--- config.mk ---
export PLATFORM = sky130hd
export DESIGN_NAME = tcc_timer1_ctrl
export DESIGN_NICKNAME = d
export VERILOG_FILES = /design/src/hw/tcc_pkg.sv /design/src/hw/tcc_sample_filter.sv /design/src/hw/tcc_timer1_ctrl.sv
export VERILOG_INCLUDE_DIRS = /design/src /design/src/hw
export SDC_FILE = /design/constraint.sdc
export NUM_CORES = 1
export LEC_CHECK = 0
export BUFFER_PORTS_ARGS = -buffer_cell sky130_fd_sc_hd__buf_2
export CORE_ASPECT_RATIO = 1.4
export CORE_MARGIN = 3
export CORE_UTILIZATION = 45
export DETAILED_ROUTE_END_ITERATION = 10
export PLACE_DENSITY_LB_ADDON = 0.25
export SLEW_MARGIN = 20
export SYNTH_ARGS = -nofsm -noshare
export SYNTH_HDL_FRONTEND = slang
export SYNTH_HIERARCHICAL = 1
export SYNTH_SLANG_ARGS = --single-unit
--- constraint.sdc ---
create_clock -name pclk -period 2.9 [get_ports pclk]
set_input_delay 0.29 -clock pclk [delete_from_list [all_inputs] [get_ports pclk]]
set_output_delay 0.29 -clock pclk [all_outputs]
set_load 0.01 [all_outputs]
--- src/hw/tcc_params.svh ---
// Register indices, field positions, reset values and sample counts for the timer block
`ifndef TCC_PARAMS_SVH
`define TCC_PARAMS_SVH

// Register indices; the APB byte address is four times the index
`define TCC_IDX_CTRL_A    8'h2f
`define TCC_IDX_CTRL_B    8'h2e
`define TCC_IDX_CNT_H     8'h2d
`define TCC_IDX_CNT_L     8'h2c
`define TCC_IDX_OCA_H     8'h2b
`define TCC_IDX_OCA_L     8'h2a
`define TCC_IDX_OCB_H     8'h29
`define TCC_IDX_OCB_L     8'h28
`define TCC_IDX_CAP_H     8'h25
`define TCC_IDX_CAP_L     8'h24
`define TCC_IDX_PINDIR    8'h31
`define TCC_IDX_FLAGS     8'h38
`define TCC_IDX_MASK      8'h39
`define TCC_IDX_CPUFLAGS  8'h3f

// Writable bit masks; all other positions read as zero
`define TCC_CTRL_A_WMASK  8'hf3
`define TCC_CTRL_B_WMASK  8'hdf
`define TCC_MASK_WMASK    8'hea
`define TCC_FLAGS_WMASK   8'hea
`define TCC_PINDIR_WMASK  8'h03
`define TCC_CPUFLAGS_WMASK 8'h80
`define TCC_RESET_BYTE    8'h00

// Bit positions shared by the mask and flag registers, plus the global enable bit
`define TCC_BIT_WIDE_OVF   7
`define TCC_BIT_MATCH_A    6
`define TCC_BIT_MATCH_B    5
`define TCC_BIT_CAPTURE    3
`define TCC_BIT_NARROW_OVF 1
`define TCC_BIT_GIE        7

// First control register fields
`define TCC_A_ACT_HI      7
`define TCC_A_ACT_LO      6
`define TCC_B_ACT_HI      5
`define TCC_B_ACT_LO      4
`define TCC_MODE_HI       1
`define TCC_MODE_LO       0

// Second control register fields
`define TCC_NC_BIT        7
`define TCC_EDGE_BIT      6
`define TCC_ACSEL_BIT     4
`define TCC_CTC_BIT       3
`define TCC_CS_HI         2
`define TCC_CS_LO         0

// Counter tops and capture filter length
`define TCC_TOP_8         16'h00ff
`define TCC_TOP_9         16'h01ff
`define TCC_TOP_10        16'h03ff
`define TCC_TOP_16        16'hffff
`define TCC_NC_SAMPLES    4
`define TCC_PRE_W         10

`endif

--- src/hw/tcc_pkg.sv ---
// Types shared by the timer compare/capture block
`default_nettype none
package tcc_pkg;
   typedef enum logic [1:0] {
      TCC_UP   = 2'b01,
      TCC_DOWN = 2'b10
   } tcc_dir_t;

   typedef enum logic [1:0] {
      TCC_PWM_OFF = 2'h0,
      TCC_PWM_8   = 2'h1,
      TCC_PWM_9   = 2'h2,
      TCC_PWM_10  = 2'h3
   } tcc_mode_t;

   typedef enum logic [1:0] {
      TCC_ACT_NONE   = 2'h0,
      TCC_ACT_TOGGLE = 2'h1,
      TCC_ACT_LOW    = 2'h2,
      TCC_ACT_HIGH   = 2'h3
   } tcc_act_t;
endpackage : tcc_pkg
`default_nettype wire

--- src/hw/tcc_sample_filter.sv ---
// Input sampler with two-flop synchroniser and optional equal-sample filter
`default_nettype none
module tcc_sample_filter #(
   parameter int DEPTH = 4
) (
   input  wire logic pclk,
   input  wire logic presetn,
   input  wire logic din,
   input  wire logic filter_en,
   output logic      level_out
);
   logic             sync1_reg;
   logic             sync2_reg;
   logic [DEPTH-1:0] hist_reg;
   logic             all_high;
   logic             all_low;

   assign all_high = &hist_reg;
   assign all_low  = ~|hist_reg;

   always_ff @(posedge pclk or negedge presetn) begin
      if (!presetn) begin
         sync1_reg <= 1'b0;
         sync2_reg <= 1'b0;
         hist_reg  <= '0;
      end else begin
         sync1_reg <= din;
         sync2_reg <= sync1_reg;
         hist_reg  <= {hist_reg[DEPTH-2:0], sync2_reg};
      end
   end

   // Filter on: level moves only on equal samples; filter off: it follows the synchroniser
   always_ff @(posedge pclk or negedge presetn) begin
      if (!presetn) begin
         level_out <= 1'b0;
      end else if (!filter_en) begin
         level_out <= sync2_reg;
      end else if (all_high || all_low) begin
         level_out <= hist_reg[0];
      end
   end
endmodule : tcc_sample_filter
`default_nettype wire

--- src/hw/tcc_timer1_ctrl.sv ---
// Sixteen-bit timer with two compares, input capture, centred PWM and interrupt gating
//
// The implementer's own choice: the APB slave port.
`include "tcc_params.svh"
`default_nettype none
// Contract
// - Wide overflow irq needs mask bit 7
// - Match A irq needs mask bit 6
// - Match B irq needs mask bit 5
// - Capture irq needs mask bit 3
// - Narrow overflow irq needs mask bit 1
// - Reserved bits always read zero
// - External count pin sampled each clock
// - Compare both channels, optional clear on A
// - Mode field selects off/8/9/10-bit PWM
// - PWM pulses centred and glitch free
// - Capture copies counter on selected edge
// - Comparator may trigger capture instead
// - Noise canceller needs four equal samples
// - Non-PWM actions: none/toggle/low/high
// - Pin driven only when direction is output
// - PWM mode uses its own action meaning
// - Sixteen-bit access through staging byte
// - Counting resumes from written value
module tcc_timer1_ctrl
   import tcc_pkg::*;
#(
   parameter int NC_DEPTH = `TCC_NC_SAMPLES
) (
   input  wire logic        pclk,
   input  wire logic        presetn,
   input  wire logic        psel,
   input  wire logic        penable,
   input  wire logic        pwrite,
   input  wire logic [9:0]  paddr,
   input  wire logic [31:0] pwdata,
   output logic [31:0]      prdata,
   output logic             pready,
   output logic             pslverr,
   input  wire logic        external_count_pin,
   input  wire logic        capture_input_pin,
   input  wire logic        comparator_out,
   input  wire logic        narrow_timer_overflow_evt,
   output logic             match_a_pin_out,
   output logic             match_a_pin_oe_n,
   output logic             match_b_pin_out,
   output logic             match_b_pin_oe_n,
   output logic             irq_wide_ovf,
   output logic             irq_match_a,
   output logic             irq_match_b,
   output logic             irq_capture,
   output logic             irq_narrow_ovf
);
   logic [7:0]           ctrl_a_reg;
   logic [7:0]           ctrl_b_reg;
   logic [7:0]           mask_reg;
   logic [7:0]           flags_reg;
   logic [7:0]           flags_next;
   logic [7:0]           pindir_reg;
   logic                 gie_reg;
   logic [7:0]           temp_reg;
   logic [7:0]           rd_hi_reg;
   logic [15:0]          cnt_reg;
   logic [15:0]          cnt_next;
   logic [15:0]          oca_reg;
   logic [15:0]          ocb_reg;
   logic [15:0]          oca_buf_reg;
   logic [15:0]          ocb_buf_reg;
   logic [15:0]          cap_reg;
   logic [`TCC_PRE_W-1:0] pre_reg;
   tcc_dir_t             dir_reg;
   tcc_dir_t             dir_next;
   logic                 oa_reg;
   logic                 ob_reg;
   logic                 ext_prev_reg;
   logic                 cap_prev_reg;

   // APB decode
   wire       setup  = psel & ~penable;
   wire       access = psel & penable;
   wire       wr     = access & pwrite;
   wire       rd     = access & ~pwrite;
   wire [7:0] idx    = paddr[9:2];
   wire [7:0] wbyte  = pwdata[7:0];

   wire hit_ctrl_a = (idx == `TCC_IDX_CTRL_A);
   wire hit_ctrl_b = (idx == `TCC_IDX_CTRL_B);
   wire hit_cnt_h  = (idx == `TCC_IDX_CNT_H);
   wire hit_cnt_l  = (idx == `TCC_IDX_CNT_L);
   wire hit_oca_h  = (idx == `TCC_IDX_OCA_H);
   wire hit_oca_l  = (idx == `TCC_IDX_OCA_L);
   wire hit_ocb_h  = (idx == `TCC_IDX_OCB_H);
   wire hit_ocb_l  = (idx == `TCC_IDX_OCB_L);
   wire hit_cap_h  = (idx == `TCC_IDX_CAP_H);
   wire hit_cap_l  = (idx == `TCC_IDX_CAP_L);
   wire hit_pindir = (idx == `TCC_IDX_PINDIR);
   wire hit_flags  = (idx == `TCC_IDX_FLAGS);
   wire hit_mask   = (idx == `TCC_IDX_MASK);
   wire hit_cpufl  = (idx == `TCC_IDX_CPUFLAGS);
   wire mapped = hit_ctrl_a | hit_ctrl_b | hit_cnt_h | hit_cnt_l | hit_oca_h | hit_oca_l
               | hit_ocb_h | hit_ocb_l | hit_cap_h | hit_cap_l | hit_pindir | hit_flags
               | hit_mask | hit_cpufl;

   // No wait states; read data is captured in the setup cycle
   assign pready  = 1'b1;
   assign pslverr = access & ~mapped;

   // High-byte write parks in staging, low write commits
   wire        wr_cnt_l  = wr & hit_cnt_l;
   wire        wr_oca_l  = wr & hit_oca_l;
   wire        wr_ocb_l  = wr & hit_ocb_l;
   wire        wr_high   = wr & (hit_cnt_h | hit_oca_h | hit_ocb_h);
   wire        rd_lo_lat = rd & (hit_cnt_l | hit_cap_l);
   wire [15:0] wr_word   = {temp_reg, wbyte};

   // Control fields
   wire [1:0]  mode_f  = ctrl_a_reg[`TCC_MODE_HI:`TCC_MODE_LO];
   wire [1:0]  act_a   = ctrl_a_reg[`TCC_A_ACT_HI:`TCC_A_ACT_LO];
   wire [1:0]  act_b   = ctrl_a_reg[`TCC_B_ACT_HI:`TCC_B_ACT_LO];
   wire [2:0]  cs_f    = ctrl_b_reg[`TCC_CS_HI:`TCC_CS_LO];
   wire        ctc_en  = ctrl_b_reg[`TCC_CTC_BIT];
   wire        pwm_on  = (mode_f != TCC_PWM_OFF);

   // Mode field picks the PWM top
   logic [15:0] top;
   always_comb begin
      case (mode_f)
         TCC_PWM_8:  top = `TCC_TOP_8;
         TCC_PWM_9:  top = `TCC_TOP_9;
         TCC_PWM_10: top = `TCC_TOP_10;
         default:    top = `TCC_TOP_16;
      endcase
   end

   // External count pin sampled and edge-detected
   logic ext_lvl;
   tcc_sample_filter #(.DEPTH(NC_DEPTH)) u_ext_sync (
      .pclk      (pclk),
      .presetn   (presetn),
      .din       (external_count_pin),
      .filter_en (1'b0),
      .level_out (ext_lvl)
   );
   wire ext_rise = ext_lvl & ~ext_prev_reg;
   wire ext_fall = ~ext_lvl & ext_prev_reg;

   // Comparator may replace the capture pin
   wire cap_src = ctrl_b_reg[`TCC_ACSEL_BIT] ? comparator_out : capture_input_pin;
   logic cap_lvl;
   tcc_sample_filter #(.DEPTH(NC_DEPTH)) u_cap_filt (
      .pclk      (pclk),
      .presetn   (presetn),
      .din       (cap_src),
      .filter_en (ctrl_b_reg[`TCC_NC_BIT]),
      .level_out (cap_lvl)
   );
   // Edge chosen by second control register
   wire cap_evt = ctrl_b_reg[`TCC_EDGE_BIT] ? (cap_lvl & ~cap_prev_reg) : (~cap_lvl & cap_prev_reg);

   // Clock select: stop, undivided, four prescaler taps, external edges
   logic tick;
   always_comb begin
      case (cs_f)
         3'h1:    tick = 1'b1;
         3'h2:    tick = &pre_reg[2:0];
         3'h3:    tick = &pre_reg[5:0];
         3'h4:    tick = &pre_reg[7:0];
         3'h5:    tick = &pre_reg[9:0];
         3'h6:    tick = ext_fall;
         3'h7:    tick = ext_rise;
         default: tick = 1'b0;
      endcase
   end

   wire [15:0] cmp_a   = pwm_on ? oca_buf_reg : oca_reg;
   wire [15:0] cmp_b   = pwm_on ? ocb_buf_reg : ocb_reg;
   wire        match_a = tick & (cnt_reg == cmp_a);
   wire        match_b = tick & (cnt_reg == cmp_b);
   wire        at_top  = (cnt_reg == top);
   wire        at_zero = (cnt_reg == 16'h0000);
   wire        ovf_evt = tick & (pwm_on ? (dir_reg == TCC_DOWN && at_zero) : at_top);

   // Counter next value and direction
   always_comb begin
      cnt_next = cnt_reg;
      dir_next = dir_reg;
      if (!pwm_on) begin
         dir_next = TCC_UP;
         if (tick) begin
            // Clear on compare A when enabled
            if (ctc_en && cnt_reg == oca_reg) begin
               cnt_next = 16'h0000;
            end else begin
               cnt_next = cnt_reg + 16'h0001;
            end
         end
      end else if (tick) begin
         case (dir_reg)
            TCC_UP: begin
               if (at_top) begin
                  dir_next = TCC_DOWN;
                  cnt_next = cnt_reg - 16'h0001;
               end else begin
                  cnt_next = cnt_reg + 16'h0001;
               end
            end
            TCC_DOWN: begin
               if (at_zero) begin
                  dir_next = TCC_UP;
                  cnt_next = cnt_reg + 16'h0001;
               end else begin
                  cnt_next = cnt_reg - 16'h0001;
               end
            end
            default: dir_next = TCC_UP;
         endcase
      end
      if (wr_cnt_l) begin
         cnt_next = wr_word;
      end
   end

   // Pin action for one compare channel
   function automatic logic pin_next(input logic cur, input logic [1:0] act, input logic pwm,
                                     input logic up);
      logic res;
      res = cur;
      if (pwm) begin
         // PWM: 10 clears up / sets down, 11 inverted
         case (act)
            TCC_ACT_LOW:  res = ~up;
            TCC_ACT_HIGH: res = up;
            default:      res = cur;
         endcase
      end else begin
         case (act)
            TCC_ACT_TOGGLE: res = ~cur;
            TCC_ACT_LOW:    res = 1'b0;
            TCC_ACT_HIGH:   res = 1'b1;
            default:        res = cur;
         endcase
      end
      return res;
   endfunction : pin_next

   wire up_now = (dir_reg == TCC_UP);

   // Event flags: hardware set wins over a write-one clear in the same cycle
   wire [7:0] set_vec = ({7'h00, ovf_evt} << `TCC_BIT_WIDE_OVF)
                      | ({7'h00, match_a} << `TCC_BIT_MATCH_A)
                      | ({7'h00, match_b} << `TCC_BIT_MATCH_B)
                      | ({7'h00, cap_evt} << `TCC_BIT_CAPTURE)
                      | ({7'h00, narrow_timer_overflow_evt} << `TCC_BIT_NARROW_OVF);
   wire [7:0] clr_vec = (wr & hit_flags) ? wbyte : 8'h00;
   assign flags_next = ((flags_reg & ~clr_vec) | set_vec) & `TCC_FLAGS_WMASK;

   // Unused positions never stored, so read zero
   logic [7:0] rd_byte;
   always_comb begin
      case (idx)
         `TCC_IDX_CTRL_A:   rd_byte = ctrl_a_reg;
         `TCC_IDX_CTRL_B:   rd_byte = ctrl_b_reg;
         `TCC_IDX_CNT_L:    rd_byte = cnt_reg[7:0];
         `TCC_IDX_CNT_H:    rd_byte = temp_reg;
         `TCC_IDX_OCA_L:    rd_byte = oca_reg[7:0];
         `TCC_IDX_OCA_H:    rd_byte = oca_reg[15:8];
         `TCC_IDX_OCB_L:    rd_byte = ocb_reg[7:0];
         `TCC_IDX_OCB_H:    rd_byte = ocb_reg[15:8];
         `TCC_IDX_CAP_L:    rd_byte = cap_reg[7:0];
         `TCC_IDX_CAP_H:    rd_byte = temp_reg;
         `TCC_IDX_PINDIR:   rd_byte = pindir_reg;
         `TCC_IDX_FLAGS:    rd_byte = flags_reg;
         `TCC_IDX_MASK:     rd_byte = mask_reg;
         `TCC_IDX_CPUFLAGS: rd_byte = {gie_reg, 7'h00};
         default:           rd_byte = 8'h00;
      endcase
   end
   // Snapshot of the high byte taken with the low byte, so both halves match
   wire [7:0] hi_snap = hit_cap_l ? cap_reg[15:8] : cnt_reg[15:8];

   // Bus-side register writes and read capture
   always_ff @(posedge pclk or negedge presetn) begin
      if (!presetn) begin
         ctrl_a_reg <= `TCC_RESET_BYTE;
         ctrl_b_reg <= `TCC_RESET_BYTE;
         mask_reg   <= `TCC_RESET_BYTE;
         pindir_reg <= `TCC_RESET_BYTE;
         gie_reg    <= 1'b0;
         prdata     <= 32'h0000_0000;
         rd_hi_reg  <= 8'h00;
      end else begin
         if (wr && hit_ctrl_a) ctrl_a_reg <= wbyte & `TCC_CTRL_A_WMASK;
         if (wr && hit_ctrl_b) ctrl_b_reg <= wbyte & `TCC_CTRL_B_WMASK;
         if (wr && hit_mask) mask_reg <= wbyte & `TCC_MASK_WMASK;
         if (wr && hit_pindir) pindir_reg <= wbyte & `TCC_PINDIR_WMASK;
         if (wr && hit_cpufl) gie_reg <= wbyte[`TCC_BIT_GIE];
         if (setup && !pwrite) begin
            prdata    <= {24'h00_0000, rd_byte};
            rd_hi_reg <= hi_snap;
         end
      end
   end

   // Staging byte shared by all sixteen-bit registers
   always_ff @(posedge pclk or negedge presetn) begin
      if (!presetn) begin
         temp_reg <= 8'h00;
      end else if (wr_high) begin
         temp_reg <= wbyte;
      end else if (rd_lo_lat) begin
         temp_reg <= rd_hi_reg;
      end
   end

   // Compare registers; PWM copies are refreshed only at the top
   always_ff @(posedge pclk or negedge presetn) begin
      if (!presetn) begin
         oca_reg     <= 16'h0000;
         ocb_reg     <= 16'h0000;
         oca_buf_reg <= 16'h0000;
         ocb_buf_reg <= 16'h0000;
      end else begin
         if (wr_oca_l) oca_reg <= wr_word;
         if (wr_ocb_l) ocb_reg <= wr_word;
         // Glitch-free update at the period top
         if (!pwm_on || (tick && up_now && at_top)) begin
            oca_buf_reg <= oca_reg;
            ocb_buf_reg <= ocb_reg;
         end
      end
   end

   // Counter, prescaler, flags and capture
   always_ff @(posedge pclk or negedge presetn) begin
      if (!presetn) begin
         cnt_reg      <= 16'h0000;
         dir_reg      <= TCC_UP;
         pre_reg      <= '0;
         flags_reg    <= `TCC_RESET_BYTE;
         cap_reg      <= 16'h0000;
         ext_prev_reg <= 1'b0;
         cap_prev_reg <= 1'b0;
      end else begin
         cnt_reg      <= cnt_next;
         dir_reg      <= dir_next;
         pre_reg      <= pre_reg + 1'b1;
         flags_reg    <= flags_next;
         ext_prev_reg <= ext_lvl;
         cap_prev_reg <= cap_lvl;
         if (cap_evt) cap_reg <= cnt_reg;
      end
   end

   // Compare output latches
   always_ff @(posedge pclk or negedge presetn) begin
      if (!presetn) begin
         oa_reg <= 1'b0;
         ob_reg <= 1'b0;
      end else begin
         if (match_a) oa_reg <= pin_next(oa_reg, act_a, pwm_on, up_now);
         if (match_b) ob_reg <= pin_next(ob_reg, act_b, pwm_on, up_now);
      end
   end

   // Pin driven only with direction set to output
   assign match_a_pin_out  = oa_reg;
   assign match_b_pin_out  = ob_reg;
   assign match_a_pin_oe_n = ~(pindir_reg[0] & (act_a != TCC_ACT_NONE));
   assign match_b_pin_oe_n = ~(pindir_reg[1] & (act_b != TCC_ACT_NONE));

   // Flag AND mask AND global enable
   assign irq_wide_ovf   = gie_reg & mask_reg[`TCC_BIT_WIDE_OVF] & flags_reg[`TCC_BIT_WIDE_OVF];
   assign irq_match_a    = gie_reg & mask_reg[`TCC_BIT_MATCH_A] & flags_reg[`TCC_BIT_MATCH_A];
   assign irq_match_b    = gie_reg & mask_reg[`TCC_BIT_MATCH_B] & flags_reg[`TCC_BIT_MATCH_B];
   assign irq_capture    = gie_reg & mask_reg[`TCC_BIT_CAPTURE] & flags_reg[`TCC_BIT_CAPTURE];
   assign irq_narrow_ovf = gie_reg & mask_reg[`TCC_BIT_NARROW_OVF] & flags_reg[`TCC_BIT_NARROW_OVF];
endmodule : tcc_timer1_ctrl
`default_nettype wire

==> results.txt <==
Antenna diode instance count -> 0
Static leakage -> 5.16 nW
Die Wd -> 130 microns
Worst hold start -> narrow_timer_overflow_evt
Async set-reset flop share out of synthesis -> 1.00
CP Cell Sequence -> inv_1, ha_2, buf_6, buf_4, mux2i_2, xnor2_1, nor4_2, nand4_1, buf_4, nand2b_1, o21ai_0, o221ai_1
CP dominant cell by count -> buf_4
First drt pass iteration count -> 5
Crit-path leading delay family -> buffers and inverters
Root buf cell -> clkbuf_16
Residual DRC -> 0
Max VDD drop -> 0.000577 V
Clk Latency, worst-skew pair -> 0.45 ns
Area of the core -> 20800 sq um
CTS tree -> built
Critical path type -> register to register
CTS Buf Count -> 17
Maxcap violations -> 0
Syn Area/Cell -> 10.4 sq um
Total GRT Usage -> 0.260
Initial drt markers -> 564
First-pass GRT wire length -> 44900 microns
Htree depth -> 4
Register area share after synthesis -> 0.457
Worst rel slew slack -> 0.497
Final Cycle Share -> 0.940
Commonest cells in the netlist -> 175 x dfrtp_1, 107 x mux2_2, 76 x nand2_1
EDFF count, synth -> 0
Highest Clock Rate -> 0.367 GHz
Top cell type's share of synthesized area -> 0.455
Max incr delay on CP -> 0.40 ns
Power Total -> 5.79 mW
CP arrival -> 3.03 ns
Via count -> 7757
Reg-to-Reg Start -> ctrl_a_reg[1]
Synth Cell Area -> 9630 sq um
Slew of the pin with the lowest slew margin -> 0.753 ns
Fillers -> 1870
Share of layout cells above drive strength 1 -> 0.284
Synth area leaders -> dfrtp_1 45%, mux2_2 13%, mux2i_1 3.7%
Final ANT Viol Nets -> 0
HPWL after detailed placement -> 21400 microns
Area leader, netlist -> dfrtp_1
Synth Register Bits -> 176
Worst clock skew -> 0.0101 ns
Crit path from -> ctrl_a_reg[1]
Most numerous cell in the Yosys netlist -> dfrtp_1
Crit path required time -> 3.20 ns
I/O Pins -> 94
Pwr Density -> 517 nW/um^2
Layout Area Growth over Synthesis -> 16.2%
Clock-pin slew on the worst setup and hold paths -> 0.07 ns
DR WL/cell -> 22.4 microns
Vias per inst -> 6.00
Final Non-Filler Cells -> 1292
Placed insts -> 1258
TritonCTS Sinks -> 176
Congestion Overflow GR -> 0
CP endpoint kind -> register
Cell variety after synth -> 73
Final Hold Fails -> 0
Worst Path Max Fanout -> 10
Unrepaired setup endpoints after global routing -> no
Routability Congestion -> 0.886
Clock Tree Buf Depth -> 2
Pin count of the biggest net entering global routing -> 72
IO Port Bufs -> 42
Initial antenna violation count -> 0
Row count -> 62
Status -> finished, final reports clean
Slowest cell on crit path -> dfrtp_1
Ys Warns -> 6
Final setup fails -> 0
Final slew viol count -> 0
Setup_tns -> 0 ns
Die Area -> 23200 sq um
Hold crit path type -> input pin to register
Clock period minus final worst setup slack -> 2.72 ns
Worst Setup Start Kind -> register
Final WL -> 29000 microns
Initial Utilization -> 0.463
Layout Nets -> 1083
WP buf/inv -> 4
Vias in the first global route -> 7653
Top FF cell, synth -> dfrtp_1
Cells after synthesis -> 925
Die height -> 179 microns
layout by cell type (no fill, tap or decap), types with 20 or more instances in the layout:
cell | netlist | routed
dfrtp_1 | 175 | 175
mux2_2 | 107 | 107
buf_4 | 26 | 84
nand2_1 | 76 | 76
nor2_1 | 58 | 58
a21oi_1 | 43 | 42
buf_2 | 14 | 41
xnor2_1 | 39 | 39
mux2i_1 | 36 | 35
nand3_1 | 31 | 31
o21ai_0 | 28 | 28
conb_1 | 2 | 27
a22oi_1 | 23 | 23
xor2_1 | 20 | 20
stage by stage:
step | hold WS (ns) | util | setup slack, ns | cell area (sq um)
final | 0.0284 | 0.539 | 0.175 | 11200
after floorplan | -0.00559 | - | 0.252 | 9730
after global routing | 0.0252 | 0.539 | 0.0214 | 11200
after global placement | 0.332 | 0.509 | 0.111 | 10600
after CTS | 0.0166 | 0.537 | 0.0257 | 11200
after detailed placement | 0.340 | 0.509 | 0.0243 | 10600
cell families after synthesis:
kind of cell / synth area share
AND/OR/NAND/NOR: 0.139
other: 0.000780
adder cells (fa/ha/maj): 0.0117
buffers and inverters: 0.0505
flip-flops: 0.457
XOR/XNOR: 0.0536
multiplexers: 0.162
AO/OA/AOI/OAI: 0.125
final timing paths:
| kind | end | slack (ns) | depth (start not counted) |
|---|---|---|---|
| max | match_b_pin_out | 0.18 | 12 |
| min | flags_reg[1] | 0.03 | 2 |
| max reg2reg | match_b_pin_out | 0.18 | 12 |
| min reg2reg | u_cap_filt/sync2_reg | 0.35 | 0 |
| max in group asynchronous | ctrl_b_reg[3] | 1.59 | 3 |
| min in group asynchronous | oca_buf_reg[15] | 0.45 | 2 |
timing repair:
action                                  CTS  global route
endpoints found under the hold margin    69             0
endpoints found under the setup margin    0             2
buffers inserted                          0             0
hold buffers                              2             0
gates resized for setup                   0             5
report_power, final:
part | switching, mW | internal (mW)
combinational | 0.504 | 0.357
clock | 1.06 | 1.21
sequential | 0.103 | 2.55
total | 1.67 | 4.12
per-layer routing:
metal | up-vias | wire (microns) | track usage | part of all wire
met5 | - | 0 | 0 | 0
met3 | 93 | 1530 | 0.0441 | 0.053
met1 | 3837 | 11400 | 0.318 | 0.39
li1 | 3523 | - | - | -
met2 | 304 | 14200 | 0.429 | 0.49
met4 | 0 | 1840 | 0.152 | 0.064
cell type report:
| type | count | area [sq um] | share of cell area |
|---|---|---|---|
| Multi-Input combinational cell | 677 | 4880 | 0.436 |
| Tap cell | 256 | 320 | 0.0286 |
| Sequential cell | 176 | 4410 | 0.393 |
| Clock inverter | 15 | 155 | 0.0139 |
| Clock buffer | 17 | 425 | 0.0380 |
| Inverter | 19 | 71.3 | 0.00637 |
| Timing Repair Buffer | 132 | 938 | 0.0838 |
Power figures use the tool's default switching activity.
